### config.mk
export PLATFORM = sky130hd
export DESIGN_NAME = dag_top
export DESIGN_NICKNAME = d
export VERILOG_FILES = /design/src/hw/dag_pkg.sv /design/src/hw/dag_single_calc.sv /design/src/hw/dag_top.sv /design/src/hw/dag_xy_upd.sv
export SDC_FILE = /design/constraint.sdc
export NUM_CORES = 1
export LEC_CHECK = 0
export BUFFER_PORTS_ARGS = -buffer_cell sky130_fd_sc_hd__buf_4
export CORE_MARGIN = 4
export CORE_UTILIZATION = 35
export DETAILED_ROUTE_END_ITERATION = 12
export GPL_ROUTABILITY_DRIVEN = 0
export PLACE_DENSITY_LB_ADDON = 0.3
export SLEW_MARGIN = 20
export SYNTH_ARGS = -nofsm -noshare
export SYNTH_HDL_FRONTEND = slang
export SYNTH_SLANG_ARGS = --single-unit
### constraint.sdc
create_clock -name mclk -period 8 [get_ports mclk]
set_clock_uncertainty 0.15 [all_clocks]
set_input_delay 2 -clock mclk [delete_from_list [all_inputs] [get_ports mclk]]
set_output_delay 2 -clock mclk [all_outputs]
set_load 0.02 [all_outputs]
### src/hw/dag_pkg.sv
// Shared constants and carrier types for the DSP data address generator
// Functional notes
// [RULE_01] Dual X side uses R4/R5 with step R8; Y side R6/R7 with step R9.
// [RULE_02] Single moves use pointer R4, R5, R2 or R3 and step R8.
// [RULE_03] A dual move issues one X and one Y access, each own pointer.
// [RULE_04] Dual non-update mode addresses by pointers and leaves them unchanged.
// [RULE_05] Dual increment mode adds two to each pointer afterwards.
// [RULE_06] Dual index mode adds X step to X pointer, Y step to Y.
// [RULE_07] Software gets decreasing dual addresses by loading minus two as step.
// [RULE_08] Bit zero of the pointer is ignored for X and Y addresses.
// [RULE_09] Software keeps bit zero of dual pointers and steps at zero.
// [RULE_10] Upper sixteen pointer bits are ignored on the X and Y buses.
// [RULE_11] Y pointer update writes only the low half, upper half kept.
// [RULE_12] X pointer update is a full 32-bit add storing every bit.
// [RULE_13] Single non-update mode accesses the pointer value, pointer unchanged.
// [RULE_14] Single increment adds two for word or four for longword afterwards.
// [RULE_15] Single index mode adds the single step register afterwards.
// [RULE_16] Single decrement subtracts two or four first and uses that address.
// [RULE_17] Single moves use all 32 pointer bits as the address.
// [RULE_18] Single moves go over the shared bus and may wait for it.
// [RULE_19] With wrap on, pre-update pointer equal to wrap end loads wrap start.
// [RULE_20] With both wrap enables set, only the Y side wraps.
// [RULE_21] All address generation and update happen in the memory-access stage.
// [RULE_22] Step registers are signed two's complement values.
package dag_pkg;

  // Widths
  localparam int PTR_W = 32;
  localparam int XY_W  = 16;

  // Pointer file holds R2..R9; slot = register number minus REG_LO
  localparam logic [3:0] REG_LO  = 4'h2;
  localparam logic [3:0] REG_HI  = 4'h9;
  localparam logic [2:0] SLOT_R2 = 3'h0;
  localparam logic [2:0] SLOT_R3 = 3'h1;
  localparam logic [2:0] SLOT_R4 = 3'h2;
  localparam logic [2:0] SLOT_R5 = 3'h3;
  localparam logic [2:0] SLOT_R6 = 3'h4;
  localparam logic [2:0] SLOT_R7 = 3'h5;
  localparam logic [2:0] SLOT_R8 = 3'h6;
  localparam logic [2:0] SLOT_R9 = 3'h7;

  // Single-move pointer select codes
  localparam logic [1:0] SSEL_R4 = 2'h0;
  localparam logic [1:0] SSEL_R5 = 2'h1;
  localparam logic [1:0] SSEL_R2 = 2'h2;

  // Dual-move mode codes, per side
  localparam logic [1:0] XY_MODE_NONE  = 2'h0;
  localparam logic [1:0] XY_MODE_KEEP  = 2'h1;
  localparam logic [1:0] XY_MODE_INC   = 2'h2;
  localparam logic [1:0] XY_MODE_INDEX = 2'h3;

  // Single-move mode codes
  localparam logic [1:0] S_MODE_DEC   = 2'h0;
  localparam logic [1:0] S_MODE_KEEP  = 2'h1;
  localparam logic [1:0] S_MODE_INC   = 2'h2;
  localparam logic [1:0] S_MODE_INDEX = 2'h3;

  // Fixed increments and reset values
  localparam logic [31:0] STEP_WORD = 32'h0000_0002;
  localparam logic [31:0] STEP_LONG = 32'h0000_0004;
  localparam logic [31:0] PTR_RESET = 32'h0000_0000;

  // Single-move sequencer
  typedef enum logic [1:0] {
    DAG_S_IDLE = 2'b01,
    DAG_S_WAIT = 2'b10
  } dag_sstate_t;

  typedef struct packed {
    logic       sel;
    logic [1:0] mode;
  } dag_xy_op_t;

  typedef struct packed {
    logic       valid;
    dag_xy_op_t x;
    dag_xy_op_t y;
  } dag_dual_req_t;

  typedef struct packed {
    logic       valid;
    logic [1:0] sel;
    logic [1:0] mode;
    logic       is_long;
  } dag_single_req_t;

  typedef struct packed {
    logic        en;
    logic [3:0]  idx;
    logic [31:0] data;
  } dag_reg_wr_t;

  typedef struct packed {
    logic        x_wrap_enable;
    logic        y_wrap_enable;
    logic [15:0] wrap_start_addr;
    logic [15:0] wrap_end_addr;
  } dag_wrap_cfg_t;

  typedef struct packed {
    logic [7:0][31:0] ptr;
    logic             x_req;
    logic [15:0]      x_addr;
    logic             y_req;
    logic [15:0]      y_addr;
    dag_sstate_t      sstate;
    logic             l_req;
    logic [31:0]      l_addr;
    logic             l_long;
    logic [2:0]       pend_slot;
    logic [31:0]      pend_ptr;
    logic             pend_upd;
    logic             single_busy;
    logic             single_done;
    logic [31:0]      rd_data;
  } dag_state_t;

endpackage

### src/hw/dag_single_calc.sv
// Address and pointer update for a single move
`timescale 1ns/1ps
module dag_single_calc (
  // Operands
  input  wire logic [31:0] ptr,
  input  wire logic [31:0] step,
  input  wire logic [1:0]  mode,
  input  wire logic        is_long,
  // Results
  output logic [31:0]      addr,
  output logic [31:0]      next_ptr,
  output logic             upd
);

  logic [31:0] size;

  // Full 32-bit address, no bits dropped
  always_comb
  begin
    size     = is_long ? dag_pkg::STEP_LONG : dag_pkg::STEP_WORD;
    addr     = ptr;                                     // RULE_17
    next_ptr = ptr;
    upd      = 1'b0;
    unique case (mode)
      dag_pkg::S_MODE_DEC:
      begin
        addr     = ptr - size;                          // RULE_16
        next_ptr = ptr - size;
        upd      = 1'b1;
      end
      dag_pkg::S_MODE_KEEP:
      begin
        upd = 1'b0;                                     // RULE_13
      end
      dag_pkg::S_MODE_INC:
      begin
        next_ptr = ptr + size;                          // RULE_14
        upd      = 1'b1;
      end
      dag_pkg::S_MODE_INDEX:
      begin
        next_ptr = ptr + step;                          // RULE_15
        upd      = 1'b1;
      end
    endcase
  end

endmodule

### src/hw/dag_top.sv
// DSP data address generator: pointer file, dual X/Y moves, single moves
`timescale 1ns/1ps
module dag_top (
  // Clock and reset
  input  wire logic                      mclk,
  input  wire logic                      reset,
  // Pointer register writes and readback from the pipeline
  input  wire dag_pkg::dag_reg_wr_t      reg_wr,
  input  wire logic [3:0]                reg_rd_idx,
  output logic [31:0]                    reg_rd_data,
  // Wrap configuration
  input  wire dag_pkg::dag_wrap_cfg_t    wrap_cfg,
  // Memory-access stage move requests
  input  wire dag_pkg::dag_dual_req_t    dual_req,
  input  wire dag_pkg::dag_single_req_t  single_req,
  // X and Y data memory buses
  output logic                           xbus_req,
  output logic [15:0]                    xbus_addr,
  output logic                           ybus_req,
  output logic [15:0]                    ybus_addr,
  // Shared bus
  output logic                           lbus_req,
  output logic [31:0]                    lbus_addr,
  output logic                           lbus_long,
  input  wire logic                      lbus_gnt,
  // Single move status
  output logic                           single_busy,
  output logic                           single_done
);

  dag_pkg::dag_state_t st_q;
  dag_pkg::dag_state_t st_d;

  logic [2:0]  x_slot;
  logic [2:0]  y_slot;
  logic [2:0]  s_slot;
  logic [31:0] x_ptr_cur;
  logic [31:0] y_ptr_cur;
  logic [31:0] s_ptr_cur;
  logic        x_wrap_on;
  logic        y_wrap_on;
  logic [15:0] x_addr_c;
  logic [31:0] x_next_c;
  logic        x_upd_c;
  logic [15:0] y_addr_c;
  logic [31:0] y_next_c;
  logic        y_upd_c;
  logic [31:0] s_addr_c;
  logic [31:0] s_next_c;
  logic        s_upd_c;
  logic        wr_hit;
  logic [2:0]  wr_slot;
  logic        rd_hit;
  logic [2:0]  rd_slot;
  logic        s_wb;
  logic        x_clean;
  logic        y_clean;
  logic [15:0] x_even;
  logic [15:0] y_even;

  //////////////////////////////////////////////////////////////////////////////
  // Pointer selection

  // Fixed register roles per move type
  always_comb
  begin
    x_slot = dual_req.x.sel ? dag_pkg::SLOT_R5 : dag_pkg::SLOT_R4;        // RULE_01
    y_slot = dual_req.y.sel ? dag_pkg::SLOT_R7 : dag_pkg::SLOT_R6;        // RULE_01
    unique case (single_req.sel)                                          // RULE_02
      dag_pkg::SSEL_R4: s_slot = dag_pkg::SLOT_R4;
      dag_pkg::SSEL_R5: s_slot = dag_pkg::SLOT_R5;
      dag_pkg::SSEL_R2: s_slot = dag_pkg::SLOT_R2;
      default:          s_slot = dag_pkg::SLOT_R3;
    endcase
  end

  // Current pointer values and even low halves
  assign x_ptr_cur = st_q.ptr[x_slot];
  assign y_ptr_cur = st_q.ptr[y_slot];
  assign s_ptr_cur = st_q.ptr[s_slot];
  assign x_even    = {x_ptr_cur[15:1], 1'b0};
  assign y_even    = {y_ptr_cur[15:1], 1'b0};

  // Only one side may wrap; Y takes precedence
  assign x_wrap_on = wrap_cfg.x_wrap_enable && !wrap_cfg.y_wrap_enable;   // RULE_20
  assign y_wrap_on = wrap_cfg.y_wrap_enable;                              // RULE_20

  // Pipeline write and readback decode
  assign wr_hit  = reg_wr.en && (reg_wr.idx >= dag_pkg::REG_LO) && (reg_wr.idx <= dag_pkg::REG_HI);
  assign wr_slot = 3'(reg_wr.idx - dag_pkg::REG_LO);
  assign rd_hit  = (reg_rd_idx >= dag_pkg::REG_LO) && (reg_rd_idx <= dag_pkg::REG_HI);
  assign rd_slot = 3'(reg_rd_idx - dag_pkg::REG_LO);

  // Single write-back happens on the grant cycle
  assign s_wb = (st_q.sstate == dag_pkg::DAG_S_WAIT) && lbus_gnt && st_q.pend_upd;

  // Helper terms: no competing writer to the side's pointer this cycle
  assign x_clean = !(wr_hit && (wr_slot == x_slot)) && !(s_wb && (st_q.pend_slot == x_slot));
  assign y_clean = !(wr_hit && (wr_slot == y_slot)) && !(s_wb && (st_q.pend_slot == y_slot));

  //////////////////////////////////////////////////////////////////////////////
  // Arithmetic units

  // X side updates all 32 bits
  dag_xy_upd #(
    .KEEP_UPPER (1'b0)
  ) u_x_upd (
    .ptr      (x_ptr_cur),
    .step     (st_q.ptr[dag_pkg::SLOT_R8]),
    .mode     (dual_req.x.mode),
    .wrap_on  (x_wrap_on),
    .wrap_cfg (wrap_cfg),
    .addr     (x_addr_c),
    .next_ptr (x_next_c),
    .upd      (x_upd_c)
  );

  // Y side keeps its upper half
  dag_xy_upd #(
    .KEEP_UPPER (1'b1)
  ) u_y_upd (
    .ptr      (y_ptr_cur),
    .step     (st_q.ptr[dag_pkg::SLOT_R9]),
    .mode     (dual_req.y.mode),
    .wrap_on  (y_wrap_on),
    .wrap_cfg (wrap_cfg),
    .addr     (y_addr_c),
    .next_ptr (y_next_c),
    .upd      (y_upd_c)
  );

  // Single move uses R8 as its step
  dag_single_calc u_s_calc (
    .ptr      (s_ptr_cur),
    .step     (st_q.ptr[dag_pkg::SLOT_R8]),
    .mode     (single_req.mode),
    .is_long  (single_req.is_long),
    .addr     (s_addr_c),
    .next_ptr (s_next_c),
    .upd      (s_upd_c)
  );

  //////////////////////////////////////////////////////////////////////////////
  // Next state

  // Writers in rising priority: pipeline write, single write-back, dual update
  always_comb
  begin
    st_d             = st_q;
    st_d.x_req       = 1'b0;
    st_d.y_req       = 1'b0;
    st_d.single_done = 1'b0;
    st_d.rd_data     = rd_hit ? st_q.ptr[rd_slot] : dag_pkg::PTR_RESET;

    if (wr_hit)
      st_d.ptr[wr_slot] = reg_wr.data;

    // Single moves: request held on the shared bus until granted
    unique case (st_q.sstate)
      dag_pkg::DAG_S_IDLE:
      begin
        if (single_req.valid)
        begin
          st_d.l_req       = 1'b1;                                         // RULE_18
          st_d.l_addr      = s_addr_c;                                     // RULE_17
          st_d.l_long      = single_req.is_long;
          st_d.pend_slot   = s_slot;
          st_d.pend_ptr    = s_next_c;
          st_d.pend_upd    = s_upd_c;
          st_d.single_busy = 1'b1;
          st_d.sstate      = dag_pkg::DAG_S_WAIT;
        end
      end
      dag_pkg::DAG_S_WAIT:
      begin
        // Instruction fetch may hold the bus; keep waiting
        if (lbus_gnt)
        begin
          st_d.l_req       = 1'b0;
          st_d.single_busy = 1'b0;
          st_d.single_done = 1'b1;
          st_d.sstate      = dag_pkg::DAG_S_IDLE;
          if (st_q.pend_upd)
            st_d.ptr[st_q.pend_slot] = st_q.pend_ptr;                      // RULE_14
        end
      end
      default:
      begin
        st_d.sstate = dag_pkg::DAG_S_IDLE;
      end
    endcase

    // Dual moves: both sides in the same memory-access cycle
    if (dual_req.valid)                                                    // RULE_21
    begin
      if (dual_req.x.mode != dag_pkg::XY_MODE_NONE)
      begin
        st_d.x_req  = 1'b1;                                                // RULE_03
        st_d.x_addr = x_addr_c;                                            // RULE_10
        if (x_upd_c)
          st_d.ptr[x_slot] = x_next_c;                                     // RULE_06
      end
      if (dual_req.y.mode != dag_pkg::XY_MODE_NONE)
      begin
        st_d.y_req  = 1'b1;                                                // RULE_03
        st_d.y_addr = y_addr_c;                                            // RULE_10
        if (y_upd_c)
          st_d.ptr[y_slot] = y_next_c;                                     // RULE_06
      end
    end

    // Synchronous reset overrides everything
    if (reset)
    begin
      st_d        = '0;
      st_d.sstate = dag_pkg::DAG_S_IDLE;
    end
  end

  //////////////////////////////////////////////////////////////////////////////
  // State register

  always_ff @(posedge mclk)
  begin
    st_q <= st_d;
  end

  // Every output comes straight from the state register
  assign reg_rd_data = st_q.rd_data;
  assign xbus_req    = st_q.x_req;
  assign xbus_addr   = st_q.x_addr;
  assign ybus_req    = st_q.y_req;
  assign ybus_addr   = st_q.y_addr;
  assign lbus_req    = st_q.l_req;
  assign lbus_addr   = st_q.l_addr;
  assign lbus_long   = st_q.l_long;
  assign single_busy = st_q.single_busy;
  assign single_done = st_q.single_done;
endmodule

### src/hw/dag_xy_upd.sv
// Address and post-update for one side of a dual move
`timescale 1ns/1ps
module dag_xy_upd #(
  parameter bit KEEP_UPPER = 1'b0
) (
  // Operands
  input  wire logic [31:0]          ptr,
  input  wire logic [31:0]          step,
  input  wire logic [1:0]           mode,
  // Wrap control
  input  wire logic                 wrap_on,
  input  wire dag_pkg::dag_wrap_cfg_t wrap_cfg,
  // Results
  output logic [15:0]               addr,
  output logic [31:0]               next_ptr,
  output logic                      upd
);

  logic [31:0] step_v;
  logic [31:0] sum;
  logic        hit;
  logic [15:0] low;

  // Signed add; a step of minus two walks downward
  always_comb
  begin
    addr   = {ptr[15:1], 1'b0};                                             // RULE_08
    step_v = (mode == dag_pkg::XY_MODE_INC) ? dag_pkg::STEP_WORD : step;    // RULE_05
    sum    = ptr + step_v;                                                  // RULE_22
    upd    = (mode == dag_pkg::XY_MODE_INC) || (mode == dag_pkg::XY_MODE_INDEX);
    // Index steps may overshoot the end address; that is left unwrapped
    hit    = wrap_on && upd && (ptr[15:1] == wrap_cfg.wrap_end_addr[15:1]); // RULE_19
    low    = hit ? wrap_cfg.wrap_start_addr : sum[15:0];
    if (KEEP_UPPER)
      next_ptr = {ptr[31:16], low};                                         // RULE_11
    else if (hit)
      next_ptr = {ptr[31:16], wrap_cfg.wrap_start_addr};
    else
      next_ptr = sum;                                                       // RULE_12
  end

endmodule

==> Flow_metrics.wiki <==
{| class="wikitable"
! Metric !! Value
|-
| Run status || completed
|-
| Buffers inserted during post-CTS setup optimization || 0
|-
| Average wire per cell in the routed design || 22.6 um
|-
| Number of synthesized register bits || 392
|-
| Cell area after technology mapping || 26,700 um^2
|-
| Maximum number of pins on one net before global-route repair || 93
|-
| Wire length of the first global-routing pass || 143,000 um
|-
| Transition time of the tightest slew-check pin || 1.13 ns
|-
| Sequential share of power || 41.1%
|-
| Fraction of the core area covered by cells at the end of the flow || 38.9%
|-
| Internal portion of total power || 3.60 mW
|-
| Residual overflow from global routing || 0
|-
| Switching power of the nets || 1.48 mW
|-
| CTS tree || done
|-
| Die width || 284 um
|-
| Height of the die || 284 um
|-
| Via count || 24.2k
|-
| DR vias/cell || 5.74
|-
| Most frequent standard cell in the layout excluding fill and tap cells || dfxtp_1
|-
| Final worst path period need || 6.31 ns
|-
| # DRC || 0
|-
| Placed wire-length estimate || 67,300 um
|-
| Synthesized area divided by synthesized cell count || 8.12 um^2
|-
| Worst path slowest cell || a2111oi_0
|-
| Final setup violating endpoints || 0
|-
| Antenna cell count || 0
|-
| Unrepaired setup endpoints after global routing || no
|-
| Clock-pin slew on the worst setup and hold paths || 0.06 ns
|-
| Arrival time of the worst setup path || 6.62 ns
|-
| Area added between synthesis and finish || 10.2%
|-
| Final hold slack || 0.302 ns
|-
| Parity-gate share of the synthesized area counting xor and xnor cells || 4.78%
|-
| Met3 GRT Util || 2.72%
|-
| Port Buf Inserts || 189
|-
| Highest clock rate || 159 MHz
|-
| Pwr dens || 172 nW/um^2
|-
| Simple logic cell fraction of the synthesized area || 18.6%
|-
| Type of the worst setup path || in -> reg
|-
| Post-synth cell types || 82
|-
| Sequential-to-total area share from yosys stat || 29.4%
|-
| CTS Buf Count || 47
|-
| Cells traversed along the worst timing path || buf_4 > buf_4 > mux2i_1 > inv_1 > ha_1 > a2111oi_0 > o21ai_0 > a211o_1 > a31oi_1 > o21ai_0 > a31oi_1 > mux2_2 > a2111oi_0 > o22ai_1
|-
| TritonRoute pass-1 iters || 7
|-
| Worst max-slew margin expressed relative to the limit || 24.5%
|-
| Number of global-route vias before repair || 22.8k
|-
| Instance count of the mapped netlist || 3,294
|-
| Remaining antenna violation count after routing || 0
|-
| Predominant post-synthesis flop cell || dfxtp_1
|-
| Antenna violations before repair || 1
|-
| Top library cells by usage in the layout, fill and taps aside || 392 x dfxtp_1, 354 x nor2_1, 331 x nand2_1, 269 x mux2i_1, 268 x a21oi_1
|-
| Portion of the clock cycle consumed by the worst path in the final layout || 78.8%
|-
| Fraction of final layout cells with drive strength greater than 1 || 13.1%
|-
| Clock share of power || 43.7%
|-
| Busiest metal layer after global routing || met2
|-
| Cell family with most CP delay || compound AO/OA/AOI/OAI gates
|-
| Max capacitance violation total || 0
|-
| Total track usage || 22.5%
|-
| Hold Violations, Final || 0
|-
| Multiplexer fraction of the synthesized cell area || 15.2%
|-
| Number of hold buffers added after CTS || 0
|-
| Setup total negative slack || 0 ns
|-
| Total buffers and inverters traversed by the critical path || 3
|-
| Global-route track usage on met2 || 39.6%
|-
| Fin. max-slew vios || 0
|-
| Main combinational cell family by area after synthesis || compound AO/OA/AOI/OAI gates
|-
| Die area || 80,900 um^2
|-
| Synthesized-area fraction occupied by adder cells || 3.95%
|-
| Worst Setup Start Kind || input pin
|-
| Final layout net count || 3,376
|-
| Critical path peak fanout || 21
|-
| Number of enable-type register cells in the synthesized netlist || 0
|-
| Wire length reported by the detailed router || 95,300 um
|-
| H-tree levels || 2
|-
| Required time at the worst-slack endpoint || 8.31 ns
|-
| Maximum ir drop on the vdd rail || 0.000156 V
|-
| Area fraction in compound gates after synthesis || 20.4%
|-
| Leakage component of the power || 12.4 nW
|-
| Warnings from Yosys || 0
|-
| Insertion delay to the later sink of the worst-skew pair || 0.61 ns
|-
| Met1 GRT Util || 27.7%
|-
| Buffer depth of the longest clock path || 3
|-
| Overall Power || 5.08 mW
|-
| Clock root buffer || clkbuf_16
|-
| Largest stage delay on the critical path || 0.57 ns
|-
| Initial drt markers || 2,029
|-
| Post-cts resize count || 0
|-
| Classification of the worst-slack hold path || reg -> reg
|-
| Number of placed I/O pins || 193
|-
| Clock sink count || 392
|-
| Net switching share of the total power || 29.1%
|-
| Initial core utilization || 35.3%
|-
| Async set-reset flop share out of synthesis || 0%
|-
| Category of the worst setup path capture point || flop
|-
| Combinational share of power || 15.2%
|-
| CORE AREA || 75,800 um^2
|-
| Rows || 101
|}
==> kinds of logic (layout without fill, tap and decap cells) <==
kind of cell	count (synthesis)	after routing
and+or+nand+nor	1064	1064
AOI/OAI and AO/OA	829	829
buffers and inverters	425	370
DFF	392	392
muxes	355	355
xor gates and xnor gates	146	146
adders and majority gates	82	82
other	1	2
==> cell usage after synthesis (all sizes together) (12+ instances only) <==
master	number	area, um^2
ha	78	976
buf	140	997
a22o	33	289
nor2b	50	313
o21ai	86	430
mux2	53	597
mux4	33	766
and3	35	219
and2	54	338
inv	58	218
clkbuf	226	856
xnor2	95	832
o21bai	12	90.1
nand3	24	120
dfxtp	392	7850
nand2	333	1250
a31oi	20	125
mux2i	269	2690
o21a	19	143
nor3	53	290
a21oi	270	1360
xor2	51	447
a211oi	202	1520
nand2b	31	194
a311oi	28	245
a2111oi	24	210
o22ai	32	200
or3	39	264
a21o	39	293
nor4	23	144
nor2	357	1340
o211ai	18	135
==> flip-flops by register name, indices dropped and copies added (netlist names), 15 cells and up <==
register / cells
reg_rd_data: 32
st_q: 293
xbus_addr: 15
lbus_addr: 32
ybus_addr: 15
==> per-stage QoR <==
step	setup slack (ns)	std cells	instance area [um^2]
after floorplan	0.933	3295	26700
after global placement	1.15	4132	27900
after detailed placement	1.10	4132	27900
after CTS	1.71	4218	29500
after global routing	1.38	4218	29500
final	1.69	4218	29500
==> per-layer routing <==
metal / up-vias / share of wire (%) / wire, um
met2: 788 / 49 / 46900
met3: 192 / 5.1 / 4840
met1: 11700 / 41 / 38900
met4: 0 / 4.9 / 4660
met5: - / 0 / 0
li1: 11600 / - / -
==> worst paths after layout <==
path / depth (start not counted) / end / from / slack, ns
worst min register to register: 2 / st_q[299] / st_q[299] / 0.30
worst max register to register: 13 / st_q[231] / st_q[237] / 3.37
worst min-delay path: 2 / st_q[299] / st_q[299] / 0.30
worst max-delay path: 14 / st_q[231] / dual_req[5] / 1.69
==> final cells by class <==
| cell class | instances | area, um^2 |
|---|---|---|
| clock buffers | 65 | 1320 |
| clock inverters | 21 | 260 |
| fillers | 7803 | 46400 |
| inverters | 59 | 221 |
| multi-input cells | 2478 | 16900 |
| flip-flops and latches | 392 | 7850 |
| well taps | 978 | 1220 |
| repair buffers | 225 | 1700 |
==> worst min-delay path, stage by stage (launching register included) <==
cell and delay, ns:
dfxtp_1 0.30, nand2_1 0.05, a21oi_1 0.05
==> power groups by stage <==
stage / registers, mW / logic [mW] / clock network [mW]
after floorplan: 2.11 / 0.558 / 0
after global placement: 2.13 / 0.767 / 0
after detailed placement: 2.13 / 0.770 / 0
after CTS: 2.09 / 0.773 / 2.26
after global routing: 2.10 / 0.836 / 2.33
final: 2.09 / 0.774 / 2.22
No activity file was read; power rests on OpenSTA's default activity.
